===== config.mk =====
export PLATFORM = sky130hd
export DESIGN_NAME = srt_timer
export DESIGN_NICKNAME = d
export VERILOG_FILES = /design/src/verilog/srt_pkg.sv /design/src/verilog/srt_timer.sv /design/src/verilog/srt_prescaler.sv
export SDC_FILE = /design/constraint.sdc
export NUM_CORES = 1
export LEC_CHECK = 0
export ABC_CLOCK_PERIOD_IN_PS = 3300
export BUFFER_PORTS_ARGS = -buffer_cell sky130_fd_sc_hd__buf_4
export CAP_MARGIN = 20
export CORE_AREA = 8 8 90 113
export CTS_BUF_LIST = sky130_fd_sc_hd__clkbuf_4 sky130_fd_sc_hd__clkbuf_8
export DETAILED_ROUTE_END_ITERATION = 6
export DIE_AREA = 0 0 98 121
export GPL_TIMING_DRIVEN = 0
export PLACE_DENSITY = 0.68
export SKIP_CTS_REPAIR_TIMING = 1
export SYNTH_ARGS = -nofsm -noshare
export SYNTH_HDL_FRONTEND = slang
export SYNTH_SLANG_ARGS = --single-unit

===== constraint.sdc =====
create_clock -name i_clk -period 3.3 [get_ports i_clk]
set_clock_uncertainty 0.2 [all_clocks]
set_input_delay 0.495 -clock i_clk [delete_from_list [all_inputs] [get_ports i_clk]]
set_output_delay 0.495 -clock i_clk [all_outputs]
set_load 0.1 [all_outputs]

===== src/verilog/srt_pkg.sv =====
// ****************************************************************
// shared constants and types of the sixteen bit timer
// ****************************************************************
package srt_pkg;

  // ****************************************************************
  // widths and clock figures
  // ****************************************************************
  localparam int SRT_DATA_W = 16; // counter and register width
  localparam int SRT_ADDR_W = 4; // register port address width
  localparam int SRT_FCY_HZ = 40000000; // instruction clock rate
  localparam int SRT_LP_OSC_HZ = 32768; // low power crystal rate
  localparam int SRT_SYNC_LAT = 3; // cycles, prescaler tick to count

  // ****************************************************************
  // register indices on the plain port
  // ****************************************************************
  localparam logic [3:0] SRT_ADDR_CTRL = 4'h0; // control register
  localparam logic [3:0] SRT_ADDR_COUNT = 4'h1; // live count
  localparam logic [3:0] SRT_ADDR_PERIOD = 4'h2; // wrap value
  localparam logic [3:0] SRT_ADDR_CFG = 4'h3; // source config

  // ****************************************************************
  // field positions of the control and config registers
  // ****************************************************************
  localparam int SRT_BIT_RUN = 15; // counter run bit
  localparam int SRT_BIT_HALT_IDLE = 13; // halt in idle bit
  localparam int SRT_BIT_GATE = 6; // gated accumulation enable
  localparam int SRT_BIT_PS_HI = 5; // prescale select, high bit
  localparam int SRT_BIT_PS_LO = 4; // prescale select, low bit
  localparam int SRT_BIT_SYNC = 2; // external clock sync select
  localparam int SRT_BIT_CS = 1; // clock source select
  localparam int SRT_BIT_OSC = 0; // cfg: take the 32 khz crystal

  // ****************************************************************
  // values after reset
  // ****************************************************************
  localparam logic [15:0] SRT_COUNT_RST = 16'h0000; // counter
  localparam logic [15:0] SRT_PERIOD_RST = 16'hffff; // full range
  localparam logic [15:0] SRT_RDATA_RST = 16'h0000; // read data

  // ****************************************************************
  // prescale codes and their terminal counts
  // ****************************************************************
  localparam logic [1:0] SRT_PS_DIV1 = 2'b00; // 1:1
  localparam logic [1:0] SRT_PS_DIV8 = 2'b01; // 1:8
  localparam logic [1:0] SRT_PS_DIV64 = 2'b10; // 1:64
  localparam logic [1:0] SRT_PS_DIV256 = 2'b11; // 1:256
  localparam logic [7:0] SRT_TERM_DIV1 = 8'h00; // ticks minus one
  localparam logic [7:0] SRT_TERM_DIV8 = 8'h07;
  localparam logic [7:0] SRT_TERM_DIV64 = 8'h3f;
  localparam logic [7:0] SRT_TERM_DIV256 = 8'hff;

  // ****************************************************************
  // operating modes and control fields
  // ****************************************************************
  typedef enum logic [1:0]
  {
    SRT_MODE_TIMER = 2'b00, // internal clock, free
    SRT_MODE_GATED = 2'b01, // internal clock while gate high
    SRT_MODE_SYNC = 2'b10, // pin clock, synced after prescaler
    SRT_MODE_ASYNC = 2'b11 // pin clock, no sync
  } srt_mode_e;

  typedef struct packed
  {
    logic run; // counter on
    logic halt_idle; // stop while device idles
    logic gate; // gated accumulation
    logic [1:0] prescale; // divide select
    logic sync; // sync external clock
    logic cs; // external clock source
  } srt_ctrl_s;

endpackage


===== src/verilog/srt_timer.sv =====
// What this block does
// - sixteen bit counter for rtc or interval
// - count clock may be 32 khz crystal
// - asynchronous mode counts pin without synchronising
// - sync mode synchronises after the prescaler
// - exactly four modes: timer, gated, sync, async
// - timer and gated modes count instruction clock
// - both counting modes take the pin clock
// - control bit 1 selects clock source
// - control bit 6 gates; ignored for external
// - sync bit picks counting mode when external
// - prescale codes divide by 1,8,64,256
// - run bit starts, clearing it stops
// - external source counts on rising pin edge
// - halt in idle bit stops during idle
module srt_timer
  import srt_pkg::*;
#(
  parameter int CNT_W = SRT_DATA_W // counter width
)
(
  input wire logic i_clk,
  input wire logic i_nrst,
  input wire logic [SRT_ADDR_W-1:0] i_addr,
  input wire logic [15:0] i_wdata,
  input wire logic i_wr,
  input wire logic i_rd,
  input wire logic i_ext_pin,
  input wire logic i_lp_osc,
  input wire logic i_gate,
  input wire logic i_idle,
  output logic [15:0] o_rdata,
  output logic [CNT_W-1:0] o_count,
  output logic o_period_match
);

  // ****************************************************************
  // register state
  // ****************************************************************
  srt_ctrl_s ctrl; // control register fields
  srt_ctrl_s next_ctrl;
  logic osc_sel; // external source is the crystal
  logic next_osc_sel;
  logic [CNT_W-1:0] count; // the counter itself
  logic [CNT_W-1:0] next_count;
  logic [CNT_W-1:0] period; // wrap value
  logic [CNT_W-1:0] next_period;
  logic [15:0] rdata; // read data, one cycle late
  logic [15:0] next_rdata;
  logic match; // registered wrap pulse
  logic next_match;

  // ****************************************************************
  // pin sampling and sync chain state
  // ****************************************************************
  logic ext_q; // last pin level for edge detect
  logic next_ext_q;
  logic tgl; // toggles once per prescaler tick in sync mode
  logic next_tgl;
  logic sync1; // first sync stage, read by sync2 only
  logic sync2; // second sync stage
  logic sync3; // delayed copy for the edge
  logic [2:0] next_sync;

  // ****************************************************************
  // decode of mode and enables
  // ****************************************************************
  srt_mode_e mode; // one of the four modes
  logic ext_src; // level of the chosen external source
  logic ext_rise; // rising edge of that source
  logic run_en; // counter allowed to advance
  logic pre_in; // tick into the prescaler
  logic pre_out; // tick out of the prescaler
  logic inc; // one increment of the counter
  logic wr_ctrl; // write strobe hits the control register
  logic wr_count; // write strobe hits the counter
  logic wr_period; // write strobe hits the period
  logic wr_cfg; // write strobe hits the config

  // mode from source, gate and sync bits
  always_comb
  begin
    case ({ctrl.cs, ctrl.cs ? ctrl.sync : ctrl.gate})
      2'b00: mode = SRT_MODE_TIMER;
      2'b01: mode = SRT_MODE_GATED;
      2'b11: mode = SRT_MODE_SYNC;
      default: mode = SRT_MODE_ASYNC;
    endcase
  end

  // crystal or pin; both are sampled as synchronous inputs
  assign ext_src = osc_sel ? i_lp_osc : i_ext_pin;
  assign ext_rise = ext_src && !ext_q;

  // idle only stops the block when asked to
  assign run_en = ctrl.run && !(ctrl.halt_idle && i_idle);

  // prescaler input per mode
  always_comb
  begin
    case (mode)
      SRT_MODE_TIMER: pre_in = run_en;
      SRT_MODE_GATED: pre_in = run_en && i_gate;
      SRT_MODE_SYNC: pre_in = run_en && ext_rise;
      default: pre_in = run_en && ext_rise;
    endcase
  end

  // ****************************************************************
  // prescaler
  // ****************************************************************
  // a control write restarts the divide from zero
  srt_prescaler #(
    .CNT_W(8)
  ) u_prescaler (
    .i_clk(i_clk),
    .i_nrst(i_nrst),
    .i_clear(wr_ctrl),
    .i_tick(pre_in),
    .i_prescale(ctrl.prescale),
    .o_tick(pre_out)
  );

  // ****************************************************************
  // sync after the prescaler
  // ****************************************************************
  // the tick becomes a toggle so no pulse is lost in the chain;
  // costs three cycles of latency in the synchronous mode only
  always_comb
  begin
    next_ext_q = ext_src;
    next_tgl = tgl ^ (pre_out && mode == SRT_MODE_SYNC);
    next_sync = {sync2, sync1, tgl};
  end

  // register only
  always_ff @(posedge i_clk or negedge i_nrst)
  begin
    if (!i_nrst)
    begin
      ext_q <= 1'b0;
      tgl <= 1'b0;
      sync1 <= 1'b0;
      sync2 <= 1'b0;
      sync3 <= 1'b0;
    end
    else
    begin
      ext_q <= next_ext_q;
      tgl <= next_tgl;
      sync1 <= next_sync[0];
      sync2 <= next_sync[1];
      sync3 <= next_sync[2];
    end
  end

  // async mode takes the prescaler tick straight
  always_comb
  begin
    if (mode == SRT_MODE_SYNC)
      inc = sync2 ^ sync3;
    else
      inc = pre_out;
  end

  // ****************************************************************
  // register port and counter
  // ****************************************************************
  assign wr_ctrl = i_wr && (i_addr == SRT_ADDR_CTRL);
  assign wr_count = i_wr && (i_addr == SRT_ADDR_COUNT);
  assign wr_period = i_wr && (i_addr == SRT_ADDR_PERIOD);
  assign wr_cfg = i_wr && (i_addr == SRT_ADDR_CFG);

  // next register values; a count write beats an increment
  always_comb
  begin
    next_ctrl = ctrl;
    next_osc_sel = osc_sel;
    next_period = period;
    next_count = count;
    next_match = 1'b0;
    next_rdata = SRT_RDATA_RST;
    if (wr_ctrl)
    begin
      next_ctrl.run = i_wdata[SRT_BIT_RUN];
      next_ctrl.halt_idle = i_wdata[SRT_BIT_HALT_IDLE];
      next_ctrl.gate = i_wdata[SRT_BIT_GATE];
      next_ctrl.prescale = i_wdata[SRT_BIT_PS_HI:SRT_BIT_PS_LO];
      next_ctrl.sync = i_wdata[SRT_BIT_SYNC];
      next_ctrl.cs = i_wdata[SRT_BIT_CS];
    end
    if (wr_cfg)
      next_osc_sel = i_wdata[SRT_BIT_OSC];
    if (wr_period)
      next_period = i_wdata[CNT_W-1:0];
    if (wr_count)
      next_count = i_wdata[CNT_W-1:0];
    else if (inc && count == period)
    begin
      // wrap at the period; full range by default
      next_count = '0;
      next_match = 1'b1;
    end
    else if (inc)
      next_count = count + CNT_W'(1);
    if (i_rd)
    begin
      // unused bits and unmapped addresses read as zero
      case (i_addr)
        SRT_ADDR_CTRL:
        begin
          next_rdata[SRT_BIT_RUN] = ctrl.run;
          next_rdata[SRT_BIT_HALT_IDLE] = ctrl.halt_idle;
          next_rdata[SRT_BIT_GATE] = ctrl.gate;
          next_rdata[SRT_BIT_PS_HI:SRT_BIT_PS_LO] = ctrl.prescale;
          next_rdata[SRT_BIT_SYNC] = ctrl.sync;
          next_rdata[SRT_BIT_CS] = ctrl.cs;
        end
        SRT_ADDR_COUNT: next_rdata[CNT_W-1:0] = count;
        SRT_ADDR_PERIOD: next_rdata[CNT_W-1:0] = period;
        SRT_ADDR_CFG: next_rdata[SRT_BIT_OSC] = osc_sel;
        default: next_rdata = SRT_RDATA_RST;
      endcase
    end
  end

  // register only
  always_ff @(posedge i_clk or negedge i_nrst)
  begin
    if (!i_nrst)
    begin
      ctrl <= '0;
      osc_sel <= 1'b0;
      period <= CNT_W'(SRT_PERIOD_RST);
      count <= CNT_W'(SRT_COUNT_RST);
      match <= 1'b0;
      rdata <= SRT_RDATA_RST;
    end
    else
    begin
      ctrl <= next_ctrl;
      osc_sel <= next_osc_sel;
      period <= next_period;
      count <= next_count;
      match <= next_match;
      rdata <= next_rdata;
    end
  end

  assign o_rdata = rdata;
  assign o_count = count;
  assign o_period_match = match;
endmodule // srt_timer


===== src/verilog/srt_prescaler.sv =====
// ****************************************************************
// input clock prescaler: 1, 8, 64 or 256 ticks per output tick
// ****************************************************************
module srt_prescaler
  import srt_pkg::*;
#(
  parameter int CNT_W = 8 // wide enough for the largest divide
)
(
  input wire logic i_clk,
  input wire logic i_nrst,
  input wire logic i_clear,
  input wire logic i_tick,
  input wire logic [1:0] i_prescale,
  output logic o_tick
);

  logic [CNT_W-1:0] cnt; // ticks seen in this period
  logic [CNT_W-1:0] next_cnt;
  logic [CNT_W-1:0] term; // last count before wrap

  // terminal count from the divide code
  always_comb
  begin
    case (i_prescale)
      SRT_PS_DIV1: term = CNT_W'(SRT_TERM_DIV1);
      SRT_PS_DIV8: term = CNT_W'(SRT_TERM_DIV8);
      SRT_PS_DIV64: term = CNT_W'(SRT_TERM_DIV64);
      default: term = CNT_W'(SRT_TERM_DIV256);
    endcase
  end

  // output tick is combinational so 1:1 adds no latency
  assign o_tick = i_tick && (cnt >= term);

  // next count; a clear drops a partial period
  always_comb
  begin
    next_cnt = cnt;
    if (i_clear)
      next_cnt = '0;
    else if (o_tick)
      next_cnt = '0;
    else if (i_tick)
      next_cnt = cnt + CNT_W'(1);
  end

  // register only
  always_ff @(posedge i_clk or negedge i_nrst)
  begin
    if (!i_nrst)
      cnt <= '0;
    else
      cnt <= next_cnt;
  end
endmodule // srt_prescaler


==> impl_metrics.csv <==
group,metric,value,unit
floorplan,rows,38,
routing,viasPerCell,5.69,
clock_network,insertion_delay,0.36,ns
sta,fmax,0.362,GHz
min_path,min_path_type,"in -> async",
global_routing,first_global_vias,3154,
cells_and_area,utilization,53.0,%
cells_and_area,area_delta_synth_final,21.2,%
routing,vias,3052,
cells_and_area,nets,467,
sta,hold_violations,0,
setup_path,rrSetupSlack,0.54,ns
place,dp_slack,0.542,ns
yosys,synthCells,359,
floorplan,ioPinCount,61,
routing,wirelength,9700,um
global_routing,grt_antenna_before_repair,0,
yosys,synth_ff_type,"dfrtp_1",
cells_and_area,fillers,790,
floorplan,dieWidth,98,um
cells_and_area,antenna_cells,0,
routing,wl_per_cell,18.1,um
cells_and_area,final_cell_mix,"buf_4, dfrtp_1, nor2_1, nand2_1, mux2_2",
yosys,async_flop_share,100,%
sta,rsz0062_at_grt,"no",
place,portBuffers,60,
yosys,ys_ff_latch,70,
floorplan,die-area,11900,um2
sta,worst_pin_slew,0.887,ns
setup_path,required,3.38,ns
routing,drcViolationCount,0,
yosys,yosys_warnings,0,
yosys,synth_edf_count,0,
yosys,netlist_area,3680,um2
pwr,p_per_area,799,nW/um2
pwr,power_leakage,2.07,nW
sta,finalCritPeriodShare,83.6,%
cells_and_area,drive_gt1_share,30.3,%
clock_network,htreeDepth,3,
run_status,outcome,"complete, no violations",
clock_network,clk_pin_slew,0.07,ns
setup_path,r2r_cells,9,
clock_network,cts-root-buf,"clkbuf_8",
floorplan,core_region_area,8420,um2
clock_network,cts.sinks,70,
setup_path,start_kind,"flip-flop",
global_routing,overflow,0,
pwr,ir_drop,0.000462,V
sta,timing.final.crit_period,2.76,ns
cells_and_area,instances_no_fill,536,
yosys,syn-num-nets,395,
global_routing,grt_max_degree,71,
floorplan,initial_core_util,43.7,%
yosys,yosysSeqAreaShare,48.1,%
clock_network,numCtsBuffers,9,
place,gp_congestion,0.893,
yosys,synth_cell_types,43,
setup_path,crit_path_max_fanout,10,
sta,whs,0.0483,ns
sta,drv_slew,0,
routing,first_pass_iters,4,
clock_network,cts_tree,"yes",
routing,drt_iter0_drc,242,
yosys,syn_avg_cell_area,10.3,um2
clock_network,ctsLongestPathBuffers,2,
setup_path,critPathKind,"reg -> reg",
setup_path,crit_path_end_kind,"flip-flop",
setup_path,arrival,2.84,ns
setup_path,r2r_end,"u_prescaler.cnt[3]",
sta,setup_violations,0,
run,drv_cap,0,
global_routing,track_usage,16.9,%
global_routing,grt_pass1_wl,15800,um
place,dp_hpwl,7090,um
place,placedCellCount,519,
cells_and_area,seq_area,1770,um2
sta,fin_setup_tns,0,ns
floorplan,chipHeight,121,um
cells_and_area,multiInputGateArea,1810,um2
cells_and_area,layout.cells.most_common,"buf_4",
sta,layout_setup_ws,0.540,ns
routing,ant_nets,0,
setup_path,reg2reg_from,"ctrl[3]",
sta,slew_headroom,40.9,%
-- cell usage after synthesis, drive strengths merged (5+ instances only) --
library cell / number / share of area (%)
xor2: 18 / 4.3
dfstp: 16 / 11
nor2: 30 / 3.1
mux2i: 7 / 1.9
ha: 8 / 2.7
dfrtp: 54 / 37
nand3: 15 / 2.0
a31oi: 5 / 1.3
buf: 9 / 1.3
nor4: 5 / 0.85
clkbuf: 7 / 0.75
and3: 10 / 1.7
nor2b: 14 / 2.4
nand4: 5 / 0.85
a32oi: 7 / 1.7
o211ai: 7 / 1.4
a21oi: 18 / 2.4
nand2: 30 / 3.1
inv: 8 / 0.82
mux2: 25 / 7.6
a22oi: 16 / 3.3
o21ai: 14 / 1.9
-- sequential cells by signal (all words and copies together) (netlist names) --
| register | flops |
|---|---|
| period | 16 |
| tgl | 1 |
| sync1 | 1 |
| osc_sel | 1 |
| ctrl | 7 |
| sync3 | 1 |
| o_count | 16 |
| o_rdata | 16 |
| ext_q | 1 |
| sync2 | 1 |
| o_period_match | 1 |
| u_prescaler.cnt | 8 |
-- logic make-up (layout without fill, tap and decap cells) --
logic type | after synthesis | in the layout | synth area share [%]
xor+xnor | 20 | 20 | 4.76
fa+ha+maj | 8 | 8 | 2.72
buf+inv | 24 | 101 | 2.82
mux | 32 | 32 | 9.55
flops | 70 | 70 | 48.1
simple gates | 128 | 128 | 17.7
compound gates | 77 | 77 | 14.3
-- report_power, final --
| group | total [W] | internal [W] | switching [W] |
|---|---|---|---|
| clock network | 0.000703 | 0.000384 | 0.000319 |
| registers | 0.00135 | 0.00108 | 0.000273 |
| logic | 0.00151 | 0.000441 | 0.00107 |
| total | 0.00356 | 0.00190 | 0.00166 |
-- routing by layer --
layer | vias up | track usage (%) | part of all wire [%]
met5 | - | 0 | 0
met4 | 0 | 8.11 | 2.2
met3 | 18 | 4.76 | 6.7
met2 | 95 | 29.2 | 51
met1 | 1489 | 18.7 | 40
li1 | 1450 | - | -
-- worst max-delay path, stage by stage (launching register included) --
cell and delay, ns:
dfrtp_1 0.43, nor2_1 0.17, ha_1 0.27, or2_2 0.27
a21oi_1 0.16, o211ai_1 0.21, clkbuf_1 0.29, nor2_1 0.39
nand3b_1 0.13, a21oi_1 0.16
-- how the worst max path moves through the flow --
stage               start            endpoint  slack [ns]  cells after the start
2_1_floorplan  o_count[0]          o_count[8]        0.62                      7
3_3_place_gp    i_addr[1]         o_count[10]        0.59                      9
3_5_place_dp    i_addr[3]             ctrl[3]        0.54                      6
4_1_cts           ctrl[3]  u_prescaler.cnt[3]        0.56                      9
5_1_grt           ctrl[2]  u_prescaler.cnt[3]        0.37                      9
6_report          ctrl[3]  u_prescaler.cnt[3]        0.54                      9
-- area by class of cell --
cell class / instances / share of cell area, %
multi-input combinational: 265 / 40.5
tap: 100 / 2.80
timing repair buffer: 61 / 10.2
clock inverter: 4 / 1.07
sequential: 70 / 39.7
clock buffer: 12 / 3.42
inverter: 8 / 0.673
buffer: 16 / 1.65
-- metrics by stage --
stage / cell area, um2 / power (W)
after floorplan: 3680 / 0.00246
after CTS: 4460 / 0.00359
after global placement: 4260 / 0.00285
after detailed placement: 4260 / 0.00288
final: 4460 / 0.00356
after global routing: 4460 / 0.00374
No activity file was read; power rests on OpenSTA's default activity.
